**config.mk**
```make
export PLATFORM = sky130hd
export DESIGN_NAME = shot_pin_sequencer
export DESIGN_NICKNAME = d
export VERILOG_FILES = /design/src/shot_pin_pkg.sv /design/src/shot_pin_seq.sv /design/src/shot_pin_sequencer.sv
export SDC_FILE = /design/constraint.sdc
export NUM_CORES = 1
export LEC_CHECK = 0
export ABC_AREA = 1
export BUFFER_PORTS_ARGS = -buffer_cell sky130_fd_sc_hd__buf_2
export CORE_UTILIZATION = 53
export CTS_CLUSTER_DIAMETER = 30
export DETAILED_ROUTE_END_ITERATION = 10
export PLACE_DENSITY = 0.76
export SKIP_LAST_GASP = 1
export SLEW_MARGIN = 20
export SYNTH_ARGS = -nofsm -noshare
export SYNTH_HDL_FRONTEND = slang
export SYNTH_SLANG_ARGS = --single-unit
export TNS_END_PERCENT = 50
```
**constraint.sdc**
```tcl
create_clock -name clk -period 2.3 [get_ports clk]
set_clock_uncertainty 0.2 [all_clocks]
set_input_delay 0.115 -clock clk [delete_from_list [all_inputs] [get_ports clk]]
set_output_delay 0.115 -clock clk [all_outputs]
set_load 0.05 [all_outputs]
```
**src/shot_pin_pkg.sv**
```systemverilog
// shot_pin_pkg: register map, field layout and timing constants for the
// shot pin sequencer; shared by the sequencer and its AXI4-Lite slave.
package shot_pin_pkg;

  // byte offsets of the control and status registers
  localparam logic [7:0] CTRL_OFS     = 8'h00;
  localparam logic [7:0] SENSE_OFS    = 8'h04;
  localparam logic [7:0] EXT_TIME_OFS = 8'h08;
  localparam logic [7:0] RET_TIME_OFS = 8'h0C;
  localparam logic [7:0] CMD_OFS      = 8'h10;
  localparam logic [7:0] STAT_OFS     = 8'h14;

  // control register fields
  localparam int CTRL_EN_BIT     = 0;
  localparam int CTRL_TQ_LSB     = 1;
  localparam int CTRL_EXT_SNS    = 3;
  localparam int CTRL_RET_SNS    = 4;
  // sensor select fields
  localparam int SENSE_EXT_LSB   = 0;
  localparam int SENSE_RET_LSB   = 8;
  localparam int SEL_W           = 5;
  // command register fields (write one to act)
  localparam int CMD_EXT_BIT     = 0;
  localparam int CMD_RET_BIT     = 1;
  localparam int CMD_CLR_BIT     = 2;
  // time fields, in ticks of TICK_MS milliseconds
  localparam int TIME_W          = 16;

  localparam logic [31:0] CTRL_RST  = 32'h0000_0000;
  localparam logic [31:0] TIME_RST  = 32'h0000_0064;

  // fixed time tick: 1 ms at the 10 MHz clock
  localparam int CLK_HZ          = 10_000_000;
  localparam int TICK_MS         = 1;
  localparam int TICK_CYC        = CLK_HZ / 1000 * TICK_MS;

  // axi responses
  localparam logic [1:0] RESP_OKAY   = 2'h0;
  localparam logic [1:0] RESP_SLVERR = 2'h2;

  typedef enum logic [1:0]
  {
    TQ_NEVER  = 2'h0,
    TQ_BEFORE = 2'h1,
    TQ_AFTER  = 2'h2
  } torque_mode_t;

  typedef enum logic [2:0]
  {
    PIN_IDLE     = 3'h0,
    PIN_TQ_OFF   = 3'h1,
    PIN_EXTEND   = 3'h2,
    PIN_EXTENDED = 3'h3,
    PIN_RETRACT  = 3'h4,
    PIN_RETRACTED= 3'h5,
    PIN_ERROR    = 3'h6
  } pin_state_t;

endpackage : shot_pin_pkg

```
**src/shot_pin_seq.sv**
```systemverilog
// shot_pin_seq: extend/retract state machine with tick timer.
// assumes configuration is held steady by software while moving.
`timescale 1ns/1ns
module shot_pin_seq #(
  parameter int NUM_GPI  = 32,
  parameter int TICK_CYC = shot_pin_pkg::TICK_CYC
)(
  input  wire logic                          clk,      // system clock
  input  wire logic                          sys_rst,  // sync reset
  input  wire logic                          enable,   // feature enable
  input  wire logic [1:0]                    tq_mode,  // torque mode
  input  wire logic                          ext_sns,  // extend sensor on
  input  wire logic                          ret_sns,  // retract sensor on
  input  wire logic [shot_pin_pkg::SEL_W-1:0] ext_sel, // extend gpi
  input  wire logic [shot_pin_pkg::SEL_W-1:0] ret_sel, // retract gpi
  input  wire logic [shot_pin_pkg::TIME_W-1:0] ext_time, // ticks
  input  wire logic [shot_pin_pkg::TIME_W-1:0] ret_time, // ticks
  input  wire logic [NUM_GPI-1:0]            gpi,      // digital inputs
  input  wire logic                          req_ext,  // extend pulse
  input  wire logic                          req_ret,  // retract pulse
  input  wire logic                          clr_err,  // clear error
  output logic                               pin_ext,  // extend drive
  output logic                               pin_ret,  // retract drive
  output logic                               torque_en,// axis torque
  output logic                               err_ext,  // extend timeout
  output logic                               err_ret,  // retract timeout
  output logic [2:0]                         state     // state code
);
  import shot_pin_pkg::*;

  pin_state_t              st_q, st_d;
  logic [TIME_W-1:0]       tmr_q;
  logic [$clog2(TICK_CYC)-1:0] pre_q;
  logic                    ext_err_q, ret_err_q;

  // feedback chosen from the gpi bank
  wire ext_fb  = gpi[ext_sel];
  wire ret_fb  = gpi[ret_sel];
  wire tick    = (pre_q == ($clog2(TICK_CYC))'(TICK_CYC - 1));
  // a repeated request in the same direction restarts the travel time
  wire start   = ((st_d != st_q) &&
                  ((st_d == PIN_EXTEND) || (st_d == PIN_RETRACT) ||
                   (st_d == PIN_TQ_OFF))) ||
                 ((st_q == PIN_EXTEND) && go_ext) ||
                 ((st_q == PIN_RETRACT) && go_ret);
  wire ext_exp = (tmr_q >= ext_time);
  wire ret_exp = (tmr_q >= ret_time);
  wire go_ext  = enable && req_ext;
  wire go_ret  = enable && req_ret;

  // next state; a fresh request overrides one in progress
  always_comb
  begin
    st_d = st_q;
    unique case (st_q)
      PIN_IDLE, PIN_RETRACTED, PIN_EXTENDED, PIN_ERROR:
      begin
        if (go_ext)
          st_d = (tq_mode == TQ_BEFORE) ? PIN_TQ_OFF : PIN_EXTEND;
        else if (go_ret)
          st_d = PIN_RETRACT;
      end
      PIN_TQ_OFF:
        if (go_ret)
          st_d = PIN_RETRACT;
        else
          st_d = PIN_EXTEND;          // torque dropped one cycle earlier
      PIN_EXTEND:
      begin
        if (go_ret)
          st_d = PIN_RETRACT;
        else if (ext_sns && ext_fb)
          st_d = PIN_EXTENDED;
        else if (ext_exp)
          st_d = ext_sns ? PIN_ERROR : PIN_EXTENDED;
      end
      PIN_RETRACT:
      begin
        if (go_ext)
          st_d = (tq_mode == TQ_BEFORE) ? PIN_TQ_OFF : PIN_EXTEND;
        else if (ret_sns && ret_fb)
          st_d = PIN_RETRACTED;
        else if (ret_exp)
          st_d = ret_sns ? PIN_ERROR : PIN_RETRACTED;
      end
      default:
        st_d = PIN_IDLE;
    endcase
  end

  // prescaled timer, restarted by every new command
  always_ff @(posedge clk)
  begin
    if (sys_rst || start)
    begin
      pre_q <= '0;
      tmr_q <= '0;
    end
    else
    begin
      pre_q <= tick ? '0 : pre_q + 1'b1;
      if (tick && (tmr_q != '1))
        tmr_q <= tmr_q + 1'b1;
    end
  end

  // error flags: a timeout wins over a clear in the same cycle
  always_ff @(posedge clk)
  begin
    if (sys_rst)
    begin
      ext_err_q <= 1'b0;
      ret_err_q <= 1'b0;
    end
    else
    begin
      ext_err_q <= (st_q == PIN_EXTEND && st_d == PIN_ERROR) ||
                   (ext_err_q && !clr_err);
      ret_err_q <= (st_q == PIN_RETRACT && st_d == PIN_ERROR) ||
                   (ret_err_q && !clr_err);
    end
  end

  always_ff @(posedge clk)
  begin
    if (sys_rst)
      st_q <= PIN_IDLE;
    else
      st_q <= st_d;
  end

  // registered drives; torque is off while the pin holds the axis
  always_ff @(posedge clk)
  begin
    if (sys_rst)
    begin
      pin_ext   <= 1'b0;
      pin_ret   <= 1'b0;
      torque_en <= 1'b1;
    end
    else
    begin
      pin_ext   <= (st_d == PIN_EXTEND) || (st_d == PIN_EXTENDED);
      pin_ret   <= (st_d == PIN_RETRACT);
      torque_en <= !(((tq_mode == TQ_BEFORE) &&
                      ((st_d == PIN_TQ_OFF) || (st_d == PIN_EXTEND) ||
                       (st_d == PIN_EXTENDED))) ||
                     ((tq_mode == TQ_AFTER) && (st_d == PIN_EXTENDED)));
    end
  end

  assign err_ext = ext_err_q;
  assign err_ret = ret_err_q;
  assign state   = st_q;

endmodule : shot_pin_seq

```
**src/shot_pin_sequencer.sv**
```systemverilog
// shot_pin_sequencer: AXI4-Lite register file around the shot pin sequencer.
// assumes gpi and axi inputs are synchronous to clk.
//
// The register offsets and the AXI4-Lite slave port are this design's own decisions.
`timescale 1ns/1ns
module shot_pin_sequencer #(
  parameter int NUM_GPI  = 32,
  parameter int TICK_CYC = shot_pin_pkg::TICK_CYC
)(
  input  wire logic               clk,          // 10 MHz clock
  input  wire logic               sys_rst,      // sync reset, high
  input  wire logic [NUM_GPI-1:0] gpi,          // digital inputs
  input  wire logic               man_ext,      // manual extend pulse
  input  wire logic               man_ret,      // manual retract pulse
  output logic                    pin_ext,      // extend solenoid
  output logic                    pin_ret,      // retract solenoid
  output logic                    torque_en,    // axis torque allow
  input  wire logic [7:0]         s_axi_awaddr, // write address
  input  wire logic               s_axi_awvalid,// write addr valid
  output logic                    s_axi_awready,// write addr ready
  input  wire logic [31:0]        s_axi_wdata,  // write data
  input  wire logic [3:0]         s_axi_wstrb,  // byte strobes
  input  wire logic               s_axi_wvalid, // write data valid
  output logic                    s_axi_wready, // write data ready
  output logic [1:0]              s_axi_bresp,  // write response
  output logic                    s_axi_bvalid, // response valid
  input  wire logic               s_axi_bready, // response ready
  input  wire logic [7:0]         s_axi_araddr, // read address
  input  wire logic               s_axi_arvalid,// read addr valid
  output logic                    s_axi_arready,// read addr ready
  output logic [31:0]             s_axi_rdata,  // read data
  output logic [1:0]              s_axi_rresp,  // read response
  output logic                    s_axi_rvalid, // read valid
  input  wire logic               s_axi_rready  // read ready
);
  import shot_pin_pkg::*;

  // configuration registers
  logic [31:0] ctrl_q;    // enable, torque mode, sensor flags
  logic [31:0] sense_q;   // feedback input selects
  logic [31:0] ext_t_q;   // extend time, ticks
  logic [31:0] ret_t_q;   // retract time, ticks
  // write channel holding registers
  logic        aw_q;      // write address held
  logic        w_q;       // write data held
  logic [7:0]  awa_q;     // held write offset
  logic [31:0] wd_q;      // held write data
  logic [3:0]  ws_q;      // held byte strobes
  // command pulses towards the core
  logic        cext_q;    // extend request
  logic        cret_q;    // retract request
  logic        cclr_q;    // error clear
  // error flags sampled for status reads
  logic        sext_q;    // extend timeout seen
  logic        sret_q;    // retract timeout seen
  // core outputs
  logic        sq_ext;    // extend drive
  logic        sq_ret;    // retract drive
  logic        sq_tq;     // torque allow
  logic        sq_eext;   // extend error
  logic        sq_eret;   // retract error
  logic [2:0]  sq_state;  // core state code
  // read path
  logic [7:0]  ara_w;     // aligned read offset
  logic [31:0] rd_word;   // selected read word
  logic        rd_bad;    // unmapped read offset

  // aligned word offset; the low address bits never pick a register,
  // so a misaligned access lands on the word that holds it
  function automatic logic [7:0] word_ofs(input logic [7:0] a);
    return {a[7:2], 2'b00};
  endfunction : word_ofs

  // byte-lane merge, used by each of the four configuration registers
  function automatic logic [31:0] merge(input logic [31:0] old,
                                        input logic [31:0] nw,
                                        input logic [3:0]  be);
    for (int i = 0; i < 4; i++)
      if (be[i])
        old[8*i +: 8] = nw[8*i +: 8];
    return old;
  endfunction : merge

  // write fires once both halves are held and no response is pending
  wire do_wr   = aw_q && w_q && !s_axi_bvalid;
  wire wr_ctrl = do_wr && (awa_q == CTRL_OFS);
  wire wr_sns  = do_wr && (awa_q == SENSE_OFS);
  wire wr_et   = do_wr && (awa_q == EXT_TIME_OFS);
  wire wr_rt   = do_wr && (awa_q == RET_TIME_OFS);
  wire wr_cmd  = do_wr && (awa_q == CMD_OFS) && ws_q[0];
  wire wr_ok   = wr_ctrl || wr_sns || wr_et || wr_rt ||
                 (do_wr && (awa_q == CMD_OFS)) ||
                 (do_wr && (awa_q == STAT_OFS));
  wire do_rd   = s_axi_arvalid && s_axi_arready;

  // status word shows live drives, latched errors and state code;
  // the error bits lag the core by one cycle, harmless for software
  wire [31:0] stat_w = {24'h00_0000, sq_state, sret_q, sext_q,
                        sq_tq, sq_ret, sq_ext};

  // read selection; the command word reads zero, past status is slverr
  assign ara_w   = word_ofs(s_axi_araddr);
  assign rd_word = (ara_w == CTRL_OFS)     ? ctrl_q  :
                   (ara_w == SENSE_OFS)    ? sense_q :
                   (ara_w == EXT_TIME_OFS) ? ext_t_q :
                   (ara_w == RET_TIME_OFS) ? ret_t_q :
                   (ara_w == STAT_OFS)     ? stat_w  : 32'h0000_0000;
  assign rd_bad  = (ara_w > STAT_OFS);

  // write address half: held until the write fires
  always_ff @(posedge clk)
  begin
    if (sys_rst)
    begin
      aw_q  <= 1'b0;
      awa_q <= 8'h00;
    end
    else if (s_axi_awvalid && s_axi_awready)
    begin
      aw_q  <= 1'b1;
      awa_q <= word_ofs(s_axi_awaddr);
    end
    else if (do_wr)
      aw_q  <= 1'b0;
  end

  // write data half: may arrive before or after its address
  always_ff @(posedge clk)
  begin
    if (sys_rst)
    begin
      w_q  <= 1'b0;
      wd_q <= 32'h0000_0000;
      ws_q <= 4'h0;
    end
    else if (s_axi_wvalid && s_axi_wready)
    begin
      w_q  <= 1'b1;
      wd_q <= s_axi_wdata;
      ws_q <= s_axi_wstrb;
    end
    else if (do_wr)
      w_q  <= 1'b0;
  end

  // address ready is high only while no address is held
  always_ff @(posedge clk)
  begin
    if (sys_rst)
      s_axi_awready <= 1'b0;
    else if (s_axi_awvalid && s_axi_awready)
      s_axi_awready <= 1'b0;
    else
      s_axi_awready <= !aw_q || do_wr;
  end

  // data ready mirrors it, so a second write waits for the first
  always_ff @(posedge clk)
  begin
    if (sys_rst)
      s_axi_wready <= 1'b0;
    else if (s_axi_wvalid && s_axi_wready)
      s_axi_wready <= 1'b0;
    else
      s_axi_wready <= !w_q || do_wr;
  end

  // write response; unmapped offsets answer slverr
  always_ff @(posedge clk)
  begin
    if (sys_rst)
    begin
      s_axi_bvalid <= 1'b0;
      s_axi_bresp  <= RESP_OKAY;
    end
    else if (do_wr)
    begin
      s_axi_bvalid <= 1'b1;
      s_axi_bresp  <= wr_ok ? RESP_OKAY : RESP_SLVERR;
    end
    else if (s_axi_bready)
      s_axi_bvalid <= 1'b0;
  end

  // configuration registers
  always_ff @(posedge clk)
  begin
    if (sys_rst)
    begin
      ctrl_q  <= CTRL_RST;
      sense_q <= CTRL_RST;
      ext_t_q <= TIME_RST;
      ret_t_q <= TIME_RST;
    end
    else
    begin
      if (wr_ctrl)
        ctrl_q  <= merge(ctrl_q, wd_q, ws_q);
      if (wr_sns)
        sense_q <= merge(sense_q, wd_q, ws_q);
      if (wr_et)
        ext_t_q <= merge(ext_t_q, wd_q, ws_q);
      if (wr_rt)
        ret_t_q <= merge(ret_t_q, wd_q, ws_q);
    end
  end

  // one-cycle command pulses, merged with the manual buttons
  always_ff @(posedge clk)
  begin
    if (sys_rst)
    begin
      cext_q <= 1'b0;
      cret_q <= 1'b0;
      cclr_q <= 1'b0;
    end
    else
    begin
      cext_q <= (wr_cmd && wd_q[CMD_EXT_BIT]) || man_ext;
      cret_q <= (wr_cmd && wd_q[CMD_RET_BIT]) || man_ret;
      cclr_q <= wr_cmd && wd_q[CMD_CLR_BIT];
    end
  end

  // read channel: one read at a time, answered one cycle after address
  always_ff @(posedge clk)
  begin
    if (sys_rst)
    begin
      s_axi_arready <= 1'b0;
      s_axi_rvalid  <= 1'b0;
      s_axi_rdata   <= 32'h0000_0000;
      s_axi_rresp   <= RESP_OKAY;
    end
    else
    begin
      s_axi_arready <= !s_axi_rvalid && !do_rd &&
                       !(s_axi_arready && !s_axi_arvalid);
      if (do_rd)
      begin
        s_axi_rvalid <= 1'b1;
        s_axi_rresp  <= rd_bad ? RESP_SLVERR : RESP_OKAY;
        s_axi_rdata  <= rd_word;
      end
      else if (s_axi_rready)
        s_axi_rvalid <= 1'b0;
    end
  end

  // sequencer core
  shot_pin_seq #(
    .NUM_GPI  (NUM_GPI),
    .TICK_CYC (TICK_CYC)
  ) u_seq (
    .clk       (clk),
    .sys_rst   (sys_rst),
    .enable    (ctrl_q[CTRL_EN_BIT]),
    .tq_mode   (ctrl_q[CTRL_TQ_LSB +: 2]),
    .ext_sns   (ctrl_q[CTRL_EXT_SNS]),
    .ret_sns   (ctrl_q[CTRL_RET_SNS]),
    .ext_sel   (sense_q[SENSE_EXT_LSB +: SEL_W]),
    .ret_sel   (sense_q[SENSE_RET_LSB +: SEL_W]),
    .ext_time  (ext_t_q[TIME_W-1:0]),
    .ret_time  (ret_t_q[TIME_W-1:0]),
    .gpi       (gpi),
    .req_ext   (cext_q),
    .req_ret   (cret_q),
    .clr_err   (cclr_q),
    .pin_ext   (sq_ext),
    .pin_ret   (sq_ret),
    .torque_en (sq_tq),
    .err_ext   (sq_eext),
    .err_ret   (sq_eret),
    .state     (sq_state)
  );

  // actuator outputs pass through the core's own flops
  assign pin_ext   = sq_ext;
  assign pin_ret   = sq_ret;
  assign torque_en = sq_tq;

  // status sampled for reads
  always_ff @(posedge clk)
  begin
    if (sys_rst)
    begin
      sext_q <= 1'b0;
      sret_q <= 1'b0;
    end
    else
    begin
      sext_q <= sq_eext;
      sret_q <= sq_eret;
    end
  end

endmodule : shot_pin_sequencer

```
==> metrics.log, run 1 <==
INFO  metric placed_cells_incl_taps = slightly above 2000
INFO  metric clkSinkCount = 254
INFO  metric clock_tree_from_tritoncts = yes
INFO  metric layout.cells.non_filler = 2256
INFO  metric drc_errors = 0
INFO  metric congestion_overflow_gr = 0
INFO  metric finalSetupViolations = 45
INFO  metric final.fill_count = 1332
INFO  metric fin_worst_hold_slack = 37.84 ps
INFO  metric placement.io_buffers = 130
INFO  metric insertion_delay = approximately 550 ps
INFO  metric total_grt_usage = 34.22%
INFO  metric ys.flop_type = sky130_fd_sc_hd__dfxtp_1
INFO  metric ys_async_sr_fraction = 0%
INFO  metric ctsRootBufferMaster = sky130_fd_sc_hd__clkbuf_16
INFO  metric ys_warn_count = 0
INFO  metric netlist_instances = 1604
INFO  metric synth.avg_cell_area = 7.344 µm²
INFO  metric outcome = finished, violations left
INFO  metric synthDistinctLibCells = 56
INFO  metric gp_routability_congestion = 0.9614
INFO  metric grt_pass1_vias = 12277
INFO  metric route.antenna.remaining_nets = 0
INFO  metric slowest_stage = sky130_fd_sc_hd__dfxtp_1
INFO  metric crit_chain = inv_1, ha_1, nand4_1, buf_4, a21oi_4, nor2_4, nand2_2, a21oi_2, nand3_2, nand2_2, nand3_4, nand2_1, nand2_1, inv_1, nand3_2, nand2_4, nand3_4, buf_12, nor2_4
INFO  metric number_of_top_level_pins = 137
INFO  metric grt_first_pass_wirelength = 61160 µm
INFO  metric dpl.hpwl = 23250 µm
INFO  metric netlist_top_cells_area = sky130_fd_sc_hd__dfxtp_1, sky130_fd_sc_hd__o21ai_0, sky130_fd_sc_hd__nor2_1
INFO  metric total_leakage_power = approximately 7.3 nW
INFO  metric cts.path.max_buffers = 3
INFO  metric finalNetCount = 2063
INFO  metric synth-edff-count = 0
INFO  metric relative_max_transition_margin = 33.10%
INFO  metric starting_density_of_the_core = 53.98%
INFO  metric layout_min_cycle_time = 2821 ps
INFO  metric gr-usage-met3 = 6.054%
INFO  metric cap_violations = 0
INFO  metric fp.dieArea = 22830 µm²
INFO  metric synth_largest_area_cell = sky130_fd_sc_hd__dfxtp_1
INFO  metric global_route_layer_with_the_greatest_usage = met2
INFO  metric pin_count_of_the_biggest_net_entering_global_routing = 98
INFO  metric post_synth_instance_area = about 12000 µm²
INFO  metric ctsHtreeMaxLevel = 2
INFO  metric tightest_slew = 1003 ps
INFO  metric report.final.slew_viol_count = 0
INFO  metric post-synth-top-area-fraction = 43.17%
INFO  metric dr.pass1.iters = 7
INFO  metric drc_violation_total_after_the_first_tritonroute_iteration = ~1100
INFO  metric crit_path_end_kind = flop
INFO  metric chipHeight = 151.1 µm
INFO  metric die_width = 151.1 µm
INFO  metric groute.layer.met2.usage = 58.26%
INFO  metric grtUsageMet1 = between 40% and 50%
INFO  metric syn2layout_area_growth = 42.22%
INFO  metric worst_hold_path_type = primary input to flop
INFO  metric placeableCoreArea = 21820 µm²
INFO  metric power_density = 836.7 nW/µm²
INFO  metric layout-drive-gt1-share = 27.23%
INFO  metric worst_path_largest_cell_delay = 320 ps
INFO  metric layout_worst_path_cycle_share = 122.7%
INFO  metric seq_area_frac_synth = 43.17%
INFO  metric max-vdd-ir-drop = 0.0006912 V
INFO  metric timing.final.hold_violations = 0
INFO  metric critPathMaxFanout = 6
INFO  metric worstPathArrival = 3100 ps
INFO  metric clk_pin_slew = 50 ps
INFO  metric synth.ff_latch_count = 254
INFO  metric cts-buffers-inserted = 49
INFO  metric diodes = 0
INFO  metric finalWorstSetupSlack = -521.1 ps
INFO  metric grt_antenna_before_repair = 0
INFO  metric drt-total-wl = 41670 µm
INFO  metric start_kind = flop
INFO  metric synth_top_cells_by_count = sky130_fd_sc_hd__nor2_1, sky130_fd_sc_hd__dfxtp_1, sky130_fd_sc_hd__nand2_1, sky130_fd_sc_hd__o21ai_0, sky130_fd_sc_hd__inv_1
INFO  metric required = 2580 ps
INFO  metric fmax = 354.5 MHz
INFO  metric rows = 54
INFO  metric detailroute.via_count = 12855
INFO  metric finalPower = 14.02 mW
INFO  metric route.detailed.wl_per_inst = 18.47 µm
INFO  metric yosysMostFrequentCell = sky130_fd_sc_hd__nor2_1
INFO  metric vias_per_cell = 5.698
INFO  metric violated_checks = setup timing
INFO  metric setup_repair_after_global_routing_missed_its_margin = true
INFO  metric setup.worst_path.class = flop to flop
==> final timing paths <==
kind / cells past startpoint / from / endpoint / slack (ps)
max: 19 / ret_t_q[12]$_SDFFE_PP0P_ / u_seq.pre_q[12]$_SDFF_PP0_ / -520
min: 7 / s_axi_araddr[3] / s_axi_rdata[24]$_SDFFE_PP0P_ / 40
min reg2reg: 2 / u_seq.err_ret$_SDFF_PP0_ / sret_q$_SDFF_PP0_ / 220
max reg2reg: 19 / ret_t_q[12]$_SDFFE_PP0P_ / u_seq.pre_q[12]$_SDFF_PP0_ / -520
==> flip-flops by register name, indices dropped and copies added, names as in the netlist, 3 cells and up <==
signal       flops
ctrl_q          32
ext_t_q         32
ret_t_q         32
s_axi_rdata     32
sense_q         32
wd_q            32
u_seq.tmr_q     16
u_seq.pre_q     14
awa_q            6
ws_q             4
u_seq.state      3
==> where the power goes <==
part	switching [mW]	internal, mW
clock network	2.56	5.19
registers	0.132	4.55
logic	0.987	0.606
==> what timing repair did <==
action / in CTS / in global routing
endpoints found under the hold margin: 83 / 6
gates cloned: 1 / 2
buffers inserted: 12 / 4
hold buffers: 71 / 2
setup endpoints to repair: 35 / 148
resized for setup: 54 / 64
pin swaps: 35 / 22
==> logic make-up after synthesis <==
kind of cell	synth area share (%)
AOI/OAI and AO/OA	19.60
muxes	0.08497
adders and majority gates	3.611
buffers and inverters	8.635
xor gates and xnor gates	1.922
other	0.03183
and+or+nand+nor	22.95
DFF	43.17
==> layer usage <==
metal,part of all wire (%),wire [µm]
met1,38,16010
met2,49,20250
met3,8.5,3547
met4,4.5,1859
met5,0,0
==> cell usage in the layout (no fill, tap or decap), types with 5 or more instances in the layout <==
master	n
sky130_fd_sc_hd__inv_1	149
sky130_fd_sc_hd__clkbuf_16	53
sky130_fd_sc_hd__nand4_1	7
sky130_fd_sc_hd__nor2_4	15
sky130_fd_sc_hd__buf_12	9
sky130_fd_sc_hd__o22ai_1	19
sky130_fd_sc_hd__a21oi_1	157
sky130_fd_sc_hd__o2111ai_1	7
sky130_fd_sc_hd__xnor2_1	9
sky130_fd_sc_hd__nand2_2	22
sky130_fd_sc_hd__dfxtp_2	22
sky130_fd_sc_hd__inv_6	7
sky130_fd_sc_hd__clkinvlp_4	7
sky130_fd_sc_hd__bufinv_16	9
sky130_fd_sc_hd__nor3_2	7
sky130_fd_sc_hd__a22oi_1	12
sky130_fd_sc_hd__o21ai_1	8
sky130_fd_sc_hd__nor3_1	7
sky130_fd_sc_hd__o21ai_0	196
sky130_fd_sc_hd__dfxtp_1	230
sky130_fd_sc_hd__buf_2	130
sky130_fd_sc_hd__a21oi_2	9
sky130_fd_sc_hd__buf_4	134
sky130_fd_sc_hd__clkinv_4	6
sky130_fd_sc_hd__clkinv_2	6
sky130_fd_sc_hd__inv_2	22
sky130_fd_sc_hd__nand3_2	10
sky130_fd_sc_hd__nand2_4	5
sky130_fd_sc_hd__nand2_1	189
sky130_fd_sc_hd__ha_4	18
sky130_fd_sc_hd__xor2_1	14
sky130_fd_sc_hd__o211ai_1	6
sky130_fd_sc_hd__dlygate4sd3_1	71
sky130_fd_sc_hd__nor2_1	246
sky130_fd_sc_hd__ha_1	16
sky130_fd_sc_hd__nor2_2	20
sky130_fd_sc_hd__nand3_1	70
==> worst max-delay path, delay by kind of cell, from the launching register on <==
| kind | cells | cell delay [ps] |
|---|---|---|
| and+or+nand+nor | 12 | 1290 |
| adders and majority gates | 1 | 270 |
| AOI/OAI and AO/OA | 2 | 190 |
| DFF | 1 | 320 |
| buffers and inverters | 4 | 500 |
==> through the flow <==
stage	setup TNS [ps]	setup slack (ps)	util, %	area (µm²)
floorplan	-2334	-132.6	-	11820
global placement	-10720	-368.1	62.38	13610
detailed placement	-13450	-461.3	62.38	13610
CTS	-11260	-347.5	75.35	16440
global route	-23270	-614.8	76.77	16750
finish	-16440	-521.1	76.77	16750
==> cell type report <==
class	count	area, µm²	share of cell area (%)
clock buffer	57	1329	7.931
clock inverter	34	464.2	2.771
inverter	177	675.6	4.033
sequential	254	5120	30.56
tap	280	350.3	2.091
timing repair buffer	349	2648	15.80
multi-input combinational	1105	6167	36.81
Power figures use the tool's default switching activity.
==> run 2: changes to the inputs <==
Settings changed: ABC_AREA 1 to 0, TNS_END_PERCENT 50 to 20.
==> metrics.log, run 2 <==
INFO  metric starting_density_of_the_core = between 50% and 60%
INFO  metric grt_antenna_before_repair = 0
INFO  metric netlist_top_cells_area = sky130_fd_sc_hd__dfxtp_1, sky130_fd_sc_hd__nand2_1, sky130_fd_sc_hd__a21oi_1
INFO  metric drc_violation_total_after_the_first_tritonroute_iteration = 1078
INFO  metric die_width = 152.1 µm
INFO  metric synthDistinctLibCells = 69
INFO  metric clk_pin_slew = ~50 ps
INFO  metric final.fill_count = between 1000 and 1500
INFO  metric worstPathArrival = 3230 ps
INFO  metric synth.ff_latch_count = 254
INFO  metric grt_first_pass_wirelength = approximately 63000 µm
INFO  metric chipHeight = ~150 µm
INFO  metric layout.cells.non_filler = 2119
INFO  metric cap_violations = 0
INFO  metric route.detailed.wl_per_inst = ~19 µm
INFO  metric timing.final.hold_violations = 0
INFO  metric netlist_instances = 1449
INFO  metric setup.reg_to_reg.worst_slack = -720 ps
INFO  metric relative_max_transition_margin = around 57%
INFO  metric seq_area_frac_synth = 42.57%
INFO  metric max-vdd-ir-drop = around 0.00064 V
INFO  metric syn2layout_area_growth = 41.20%
INFO  metric finalSetupViolations = 167
INFO  metric dr.pass1.iters = 9
INFO  metric congestion_overflow_gr = 0
INFO  metric multi_input_area = approximately 6500 µm²
INFO  metric ys_async_sr_fraction = 0%
INFO  metric placement.io_buffers = 130
INFO  metric post-synth-top-area-fraction = between 40% and 50%
INFO  metric placed_cells_incl_taps = 1930
INFO  metric critPathMaxFanout = 30
INFO  metric layout_min_cycle_time = a little over 3000 ps
INFO  metric power_density = 746.2 nW/µm²
INFO  metric pin_count_of_the_biggest_net_entering_global_routing = around 110
INFO  metric most_common_cell_after_layout_fill_and_taps_aside = sky130_fd_sc_hd__nand2_1
INFO  metric fp.dieArea = 23140 µm²
INFO  metric cts-buffers-inserted = 47
INFO  metric cts.path.max_buffers = 3
INFO  metric sequential_cell_area = around 5100 µm²
INFO  metric detailroute.via_count = 12512
INFO  metric violated_checks = DRC, setup timing
INFO  metric yosysMostFrequentCell = sky130_fd_sc_hd__dfxtp_1
INFO  metric crit_path_end_kind = flop
INFO  metric post_synth_instance_area = 11950 µm²
INFO  metric number_of_top_level_pins = 137
INFO  metric worst_hold_path_type = primary input to flop
INFO  metric tightest_slew = 639.7 ps
INFO  metric ctsHtreeMaxLevel = 2
INFO  metric synth.avg_cell_area = roughly 8 µm²
INFO  metric layout-drive-gt1-share = 25.35%
INFO  metric insertion_delay = 560 ps
INFO  metric clkSinkCount = 254
INFO  metric vias_per_cell = 5.905
INFO  metric placeableCoreArea = 21960 µm²
INFO  metric total_grt_usage = 33.44%
INFO  metric synth-edff-count = 0
INFO  metric clock_tree_from_tritoncts = yes
INFO  metric drt-total-wl = roughly 40000 µm
INFO  metric placement.cell_area = 14010 µm²
INFO  metric report.final.slew_viol_count = 0
INFO  metric route.antenna.remaining_nets = 0
INFO  metric ctsRootBufferMaster = sky130_fd_sc_hd__clkbuf_16
INFO  metric layout_worst_path_cycle_share = 131.4%
INFO  metric rows = 54
INFO  metric required = 2510 ps
INFO  metric grt_pass1_vias = 12510
INFO  metric synth_top_cells_by_count = sky130_fd_sc_hd__dfxtp_1, sky130_fd_sc_hd__nand2_1, sky130_fd_sc_hd__a21oi_1
INFO  metric start_kind = flop
INFO  metric design_area = 16870 µm²
INFO  metric setup_repair_after_global_routing_missed_its_margin = true
INFO  metric setup.worst_path.class = flop to flop
INFO  metric fin_worst_hold_slack = 44.26 ps
INFO  metric outcome = finished, violations left
INFO  metric ys_warn_count = 0
INFO  metric gp_routability_congestion = 0.9679
INFO  metric synth_largest_area_cell = sky130_fd_sc_hd__dfxtp_1
INFO  metric total_leakage_power = 6.758 nW
INFO  metric dpl.hpwl = 23970 µm
INFO  metric ys.flop_type = sky130_fd_sc_hd__dfxtp_1
INFO  metric finalPower = 12.59 mW
INFO  metric finalNetCount = 1927
INFO  metric fmax = approximately 330 MHz
INFO  metric finalWorstSetupSlack = -721.4 ps
INFO  metric drc_errors = 8
INFO  metric layout_common_cells = sky130_fd_sc_hd__nand2_1, sky130_fd_sc_hd__dfxtp_1, sky130_fd_sc_hd__buf_4, sky130_fd_sc_hd__a21oi_1, sky130_fd_sc_hd__buf_2
## run 2: changes by cell type after synthesis, moves of 17 or more
cell                       previous run  this run
sky130_fd_sc_hd__a22o_1               0        23
sky130_fd_sc_hd__mux2i_1              1        62
sky130_fd_sc_hd__o21ai_0            203        19
sky130_fd_sc_hd__a221oi_1             2        22
sky130_fd_sc_hd__o22ai_1             19         2
sky130_fd_sc_hd__nand2_1            203       241
sky130_fd_sc_hd__nand3_1             73       115
sky130_fd_sc_hd__nor3_1              11        52
sky130_fd_sc_hd__nor2_1             260       110
sky130_fd_sc_hd__clkbuf_1            55        87
sky130_fd_sc_hd__inv_1              167        40
sky130_fd_sc_hd__mux2_2               0        20
## run 2: layout make-up
type / count / area share, %
diodes: 1 / 0.01484
well taps: 280 / 2.077
repair buffers: 405 / 18.06
clock inverters: 21 / 1.699
clock buffers: 66 / 8.116
inverters: 40 / 0.8902
flip-flops and latches: 254 / 30.31
multi-input cells: 1052 / 38.83
## run 2: power by group
part	internal, mW	switching, mW
Combinational	0.347	0.559
Clock	4.72	2.37
Sequential	4.50	0.0986
## run 2: repair_timing
action	CTS	global route
endpoints found under the setup margin	141	172
pin swaps	0	18
hold buffers	100	0
endpoints found under the hold margin	94	0
gates resized for setup	2	40
setup buffers	0	1
## run 2: cells by family (layout without fill, tap and decap cells)
kind of cell,after synthesis,in the layout,share of synthesized area (%)
mux,88,88,8.118
buf+inv,144,532,4.881
compound gates,295,295,15.67
fa+ha+maj,34,34,3.561
flops,254,254,42.57
xor+xnor,30,30,2.200
simple gates,603,603,22.97
other cells,1,3,0.03139
## run 2: worst max-delay path: stages, from the launching register on
cell	delay (ps)
sky130_fd_sc_hd__dfxtp_2	320
sky130_fd_sc_hd__inv_2	70
sky130_fd_sc_hd__ha_4	190
sky130_fd_sc_hd__nand2b_4	120
sky130_fd_sc_hd__a2111o_1	350
sky130_fd_sc_hd__a311o_1	300
sky130_fd_sc_hd__a2111oi_4	390
sky130_fd_sc_hd__o31a_1	260
sky130_fd_sc_hd__o32ai_1	100
sky130_fd_sc_hd__a211oi_2	250
sky130_fd_sc_hd__buf_12	230
sky130_fd_sc_hd__nor3_1	90
## run 2: through the flow
step	util, %	worst slack, ps	TNS [ps]
4_1_cts	75.95	-761.0	-32600
6_report	76.81	-721.4	-36150
3_3_place_gp	63.81	-770.7	-28960
2_1_floorplan	-	-536.0	-29710
3_5_place_dp	63.81	-772.1	-30820
5_1_grt	76.80	-868.7	-55960
## run 2: path summary, 6_finish.rpt
kind	startpoint	depth (start not counted)	end
min	s_axi_wvalid	5	wd_q[22]$_SDFFE_PP0P_
max	u_seq.tmr_q[0]$_SDFFE_PP0P_	11	u_seq.tmr_q[11]$_SDFFE_PP0P_
max reg2reg	u_seq.tmr_q[0]$_SDFFE_PP0P_	11	u_seq.tmr_q[11]$_SDFFE_PP0P_
min reg2reg	ext_t_q[10]$_SDFFE_PP0P_	2	ext_t_q[10]$_SDFFE_PP0P_
## run 2: routing by layer
metal	GRT usage, %	vias to the layer above	wire length (µm)	part of all wire, %
met5	0	-	0	0
met4	18.27	0	1942	4.9
met3	5.762	163	3099	7.9
met2	57.74	588	19310	49
met1	39.52	5943	15020	38
li1	-	5818	-	-
==> run 3: changes to the inputs <==
Settings changed: SYNTH_HIERARCHICAL from default to 1.
==> metrics.log, run 3 <==
INFO  metric setup_repair_after_global_routing_missed_its_margin = true
INFO  metric placeableCoreArea = about 23000 µm²
INFO  metric chipHeight = 154.3 µm
INFO  metric sequential_cell_area = 5097 µm²
INFO  metric grt_antenna_before_repair = 0
INFO  metric cts.path.max_buffers = 3
INFO  metric gp_routability_congestion = slightly below 1
INFO  metric combPwrFrac = 7.6%
INFO  metric synth_largest_area_cell = sky130_fd_sc_hd__dfxtp_1
INFO  metric netlist_instances = 1462
INFO  metric multi_input_area = between 6000 and 7000 µm²
INFO  metric route.antenna.remaining_nets = 0
INFO  metric starting_density_of_the_core = 54.15%
INFO  metric placement.io_buffers = between 100 and 150
INFO  metric yosysMostFrequentCell = sky130_fd_sc_hd__nand2_1
INFO  metric report.final.slew_viol_count = 0
INFO  metric detailroute.via_count = 12692
INFO  metric synthDistinctLibCells = between 60 and 70
INFO  metric most_common_cell_after_layout_fill_and_taps_aside = sky130_fd_sc_hd__nand2_1
INFO  metric tightest_slew = 1217 ps
INFO  metric swShare = 24.40%
INFO  metric setup.worst_path.class = flop to flop
INFO  metric post_synth_instance_area = 12300 µm²
INFO  metric fin_worst_hold_slack = -34.19 ps
INFO  metric ctsRootBufferMaster = sky130_fd_sc_hd__clkbuf_16
INFO  metric placed_cells_incl_taps = 1941
INFO  metric layout.cells.non_filler = 2117
INFO  metric dpl.hpwl = 24870 µm
INFO  metric fmax = 334.5 MHz
INFO  metric worst_hold_path_type = primary input to flop
INFO  metric cell_internal_power_dissipation = between 10 and 15 mW
INFO  metric cap_violations = 0
INFO  metric relative_max_transition_margin = 18.89%
INFO  metric worstPathArrival = 3220 ps
INFO  metric layout_worst_path_cycle_share = 130.0%
INFO  metric die_width = roughly 150 µm
INFO  metric clock_tree_from_tritoncts = yes
INFO  metric slowest_stage = sky130_fd_sc_hd__dfxtp_1
INFO  metric grt_first_pass_wirelength = 63200 µm
INFO  metric total_switching_power = 3.281 mW
INFO  metric dp_slack = -609.4 ps
INFO  metric layout_min_cycle_time = 2990 ps
INFO  metric synth_top_cells_by_count = sky130_fd_sc_hd__nand2_1, sky130_fd_sc_hd__dfxtp_1, sky130_fd_sc_hd__a21oi_1
INFO  metric diodes = 0
INFO  metric insertion_delay = 580 ps
INFO  metric synth.ff_latch_count = 254
INFO  metric finalNetCount = 1919
INFO  metric clkPwrFrac = 58.0%
INFO  metric design_area = 17060 µm²
INFO  metric total_grt_usage = 32.86%
INFO  metric drt-total-wl = between 40000 and 50000 µm
INFO  metric gr-usage-met3 = between 5 and 6%
INFO  metric clkSinkCount = around 250
INFO  metric post-synth-top-area-fraction = about two fifths
INFO  metric crit_chain = ha_4, nand4_1, nor4_2, a32oi_2, a31oi_1, a31oi_2, xnor2_2, o211ai_4, buf_12, a21oi_1
INFO  metric fp.dieArea = 23810 µm²
INFO  metric ys_async_sr_fraction = 0%
INFO  metric global_route_layer_with_the_greatest_usage = met2
INFO  metric number_of_top_level_pins = 137
INFO  metric max-vdd-ir-drop = ~0.00067 V
INFO  metric grtUsageMet1 = 39.42%
INFO  metric finalWorstSetupSlack = -690.0 ps
INFO  metric power_density = 788.2 nW/µm²
INFO  metric route.detailed.wl_per_inst = 19.26 µm
INFO  metric violated_checks = hold timing, setup timing
INFO  metric start_kind = flop
INFO  metric rows = between 50 and 60
INFO  metric synth.avg_cell_area = about 8.4 µm²
INFO  metric layout-drive-gt1-share = roughly a quarter
INFO  metric drc_errors = 0
INFO  metric vias_per_cell = 5.995
INFO  metric pwr-share-seq = 34.4%
INFO  metric total_leakage_power = 6.915 nW
INFO  metric pin_count_of_the_biggest_net_entering_global_routing = roughly 230
INFO  metric drc_violation_total_after_the_first_tritonroute_iteration = about 1300
INFO  metric grt_pass1_vias = 12464
INFO  metric ys.flop_type = sky130_fd_sc_hd__dfxtp_1
INFO  metric ys_warn_count = 6
INFO  metric finalSetupViolations = 38
INFO  metric layout_common_cells = sky130_fd_sc_hd__nand2_1, sky130_fd_sc_hd__dfxtp_1, sky130_fd_sc_hd__a21oi_1, sky130_fd_sc_hd__buf_4, sky130_fd_sc_hd__buf_2
INFO  metric groute.layer.met2.usage = 56.97%
INFO  metric clk_pin_slew = ~50 ps
INFO  metric final.fill_count = ~1500
INFO  metric worst_path_largest_cell_delay = around 360 ps
INFO  metric ctsHtreeMaxLevel = 2
INFO  metric timing.final.hold_violations = 3
INFO  metric synth-edff-count = 0
INFO  metric cts-buffers-inserted = 49
INFO  metric crit_path_end_kind = flop
INFO  metric netlist_top_cells_area = sky130_fd_sc_hd__dfxtp_1, sky130_fd_sc_hd__nand2_1, sky130_fd_sc_hd__a21oi_1
INFO  metric placement.cell_area = 14160 µm²
INFO  metric critPathMaxFanout = 15
INFO  metric seq_area_frac_synth = 41.35%
INFO  metric syn2layout_area_growth = 38.75%
INFO  metric dr.pass1.iters = 6
INFO  metric congestion_overflow_gr = 0
INFO  metric outcome = finished, violations left
INFO  metric required = between 2000 and 3000 ps
-- run 3: logic make-up (layout without fill, tap and decap cells) --
family          count (synthesis)  count (layout)  share of synthesized area (%)
fa+ha+maj                      34              34                          3.460
buf+inv                       151             520                          5.199
mux                            79              79                          8.262
other cells                     1               2                        0.03050
simple gates                  604             604                          23.46
flops                         254             254                          41.35
compound gates                309             309                          16.04
xor+xnor                       30              30                          2.198
-- run 3: repair_timing --
action / in CTS / in global routing
hold endpoints to repair: 49 / 0
setup endpoints to repair: 38 / 38
resized for setup: 6 / 33
cloned: 0 / 3
hold buffers: 79 / 0
buffers inserted: 1 / 2
pin swaps: 3 / 3
-- run 3: routing by layer --
metal / wire length [µm] / part of all wire [%] / vias to the layer above
li1: - / - / 5821
met1: 15790 / 39 / 6045
met2: 19920 / 49 / 668
met3: 3192 / 7.8 / 158
met4: 1865 / 4.6 / 0
met5: 0 / 0 / -
-- run 3: worst paths after layout --
| kind | from | end | slack, ps | depth (start not counted) |
|---|---|---|---|---|
| worst max register to register | u_seq/tmr_q[9]$_SDFFE_PP0P_ | u_seq/tmr_q[7]$_SDFFE_PP0P_ | -690 | 10 |
| worst min register to register | sense_q[24]$_SDFFE_PP0P_ | sense_q[24]$_SDFFE_PP0P_ | 250 | 2 |
| worst min-delay path | sys_rst | cret_q$_SDFF_PP0_ | -30 | 3 |
| worst max-delay path | u_seq/tmr_q[9]$_SDFFE_PP0P_ | u_seq/tmr_q[7]$_SDFFE_PP0P_ | -690 | 10 |
-- run 3: worst max-delay path: cells and delay by family, from the launching register on --
kind | cells | cell delay [ps]
AO/OA/AOI/OAI | 5 | 1100
XOR/XNOR | 1 | 180
adder cells (fa/ha/maj) | 1 | 290
buffers and inverters | 1 | 200
flip-flops | 1 | 360
AND/OR/NAND/NOR | 2 | 540
-- run 3: cell type report --
cell class,instances,share of cell area (%)
Timing Repair Buffer,378,16.39
Inverter,51,1.122
Multi-Input combinational cell,1058,39.77
Clock inverter,31,3.087
Clock buffer,60,7.663
Sequential cell,254,29.88
Tap cell,285,2.090
-- run 3: power groups by stage --
stage | registers [mW] | clock network [mW] | logic (mW)
floorplan | 4.81 | 0 | 0.412
global placement | 4.70 | 0 | 0.850
detailed placement | 4.70 | 0 | 0.863
CTS | 4.62 | 7.84 | 0.968
global route | 4.63 | 8.05 | 1.08
finish | 4.62 | 7.80 | 1.02
-- run 3: through the flow --
step	hold WS (ps)	util (%)	setup TNS (ps)	power, mW
after floorplan	-13.39	-	-12400	5.222
after global placement	130.2	62.36	-17090	5.548
after detailed placement	132.5	62.36	-19750	5.567
after CTS	1.035	74.04	-18280	13.42
after global routing	57.11	75.13	-28110	13.77
final	-34.19	75.13	-23100	13.45
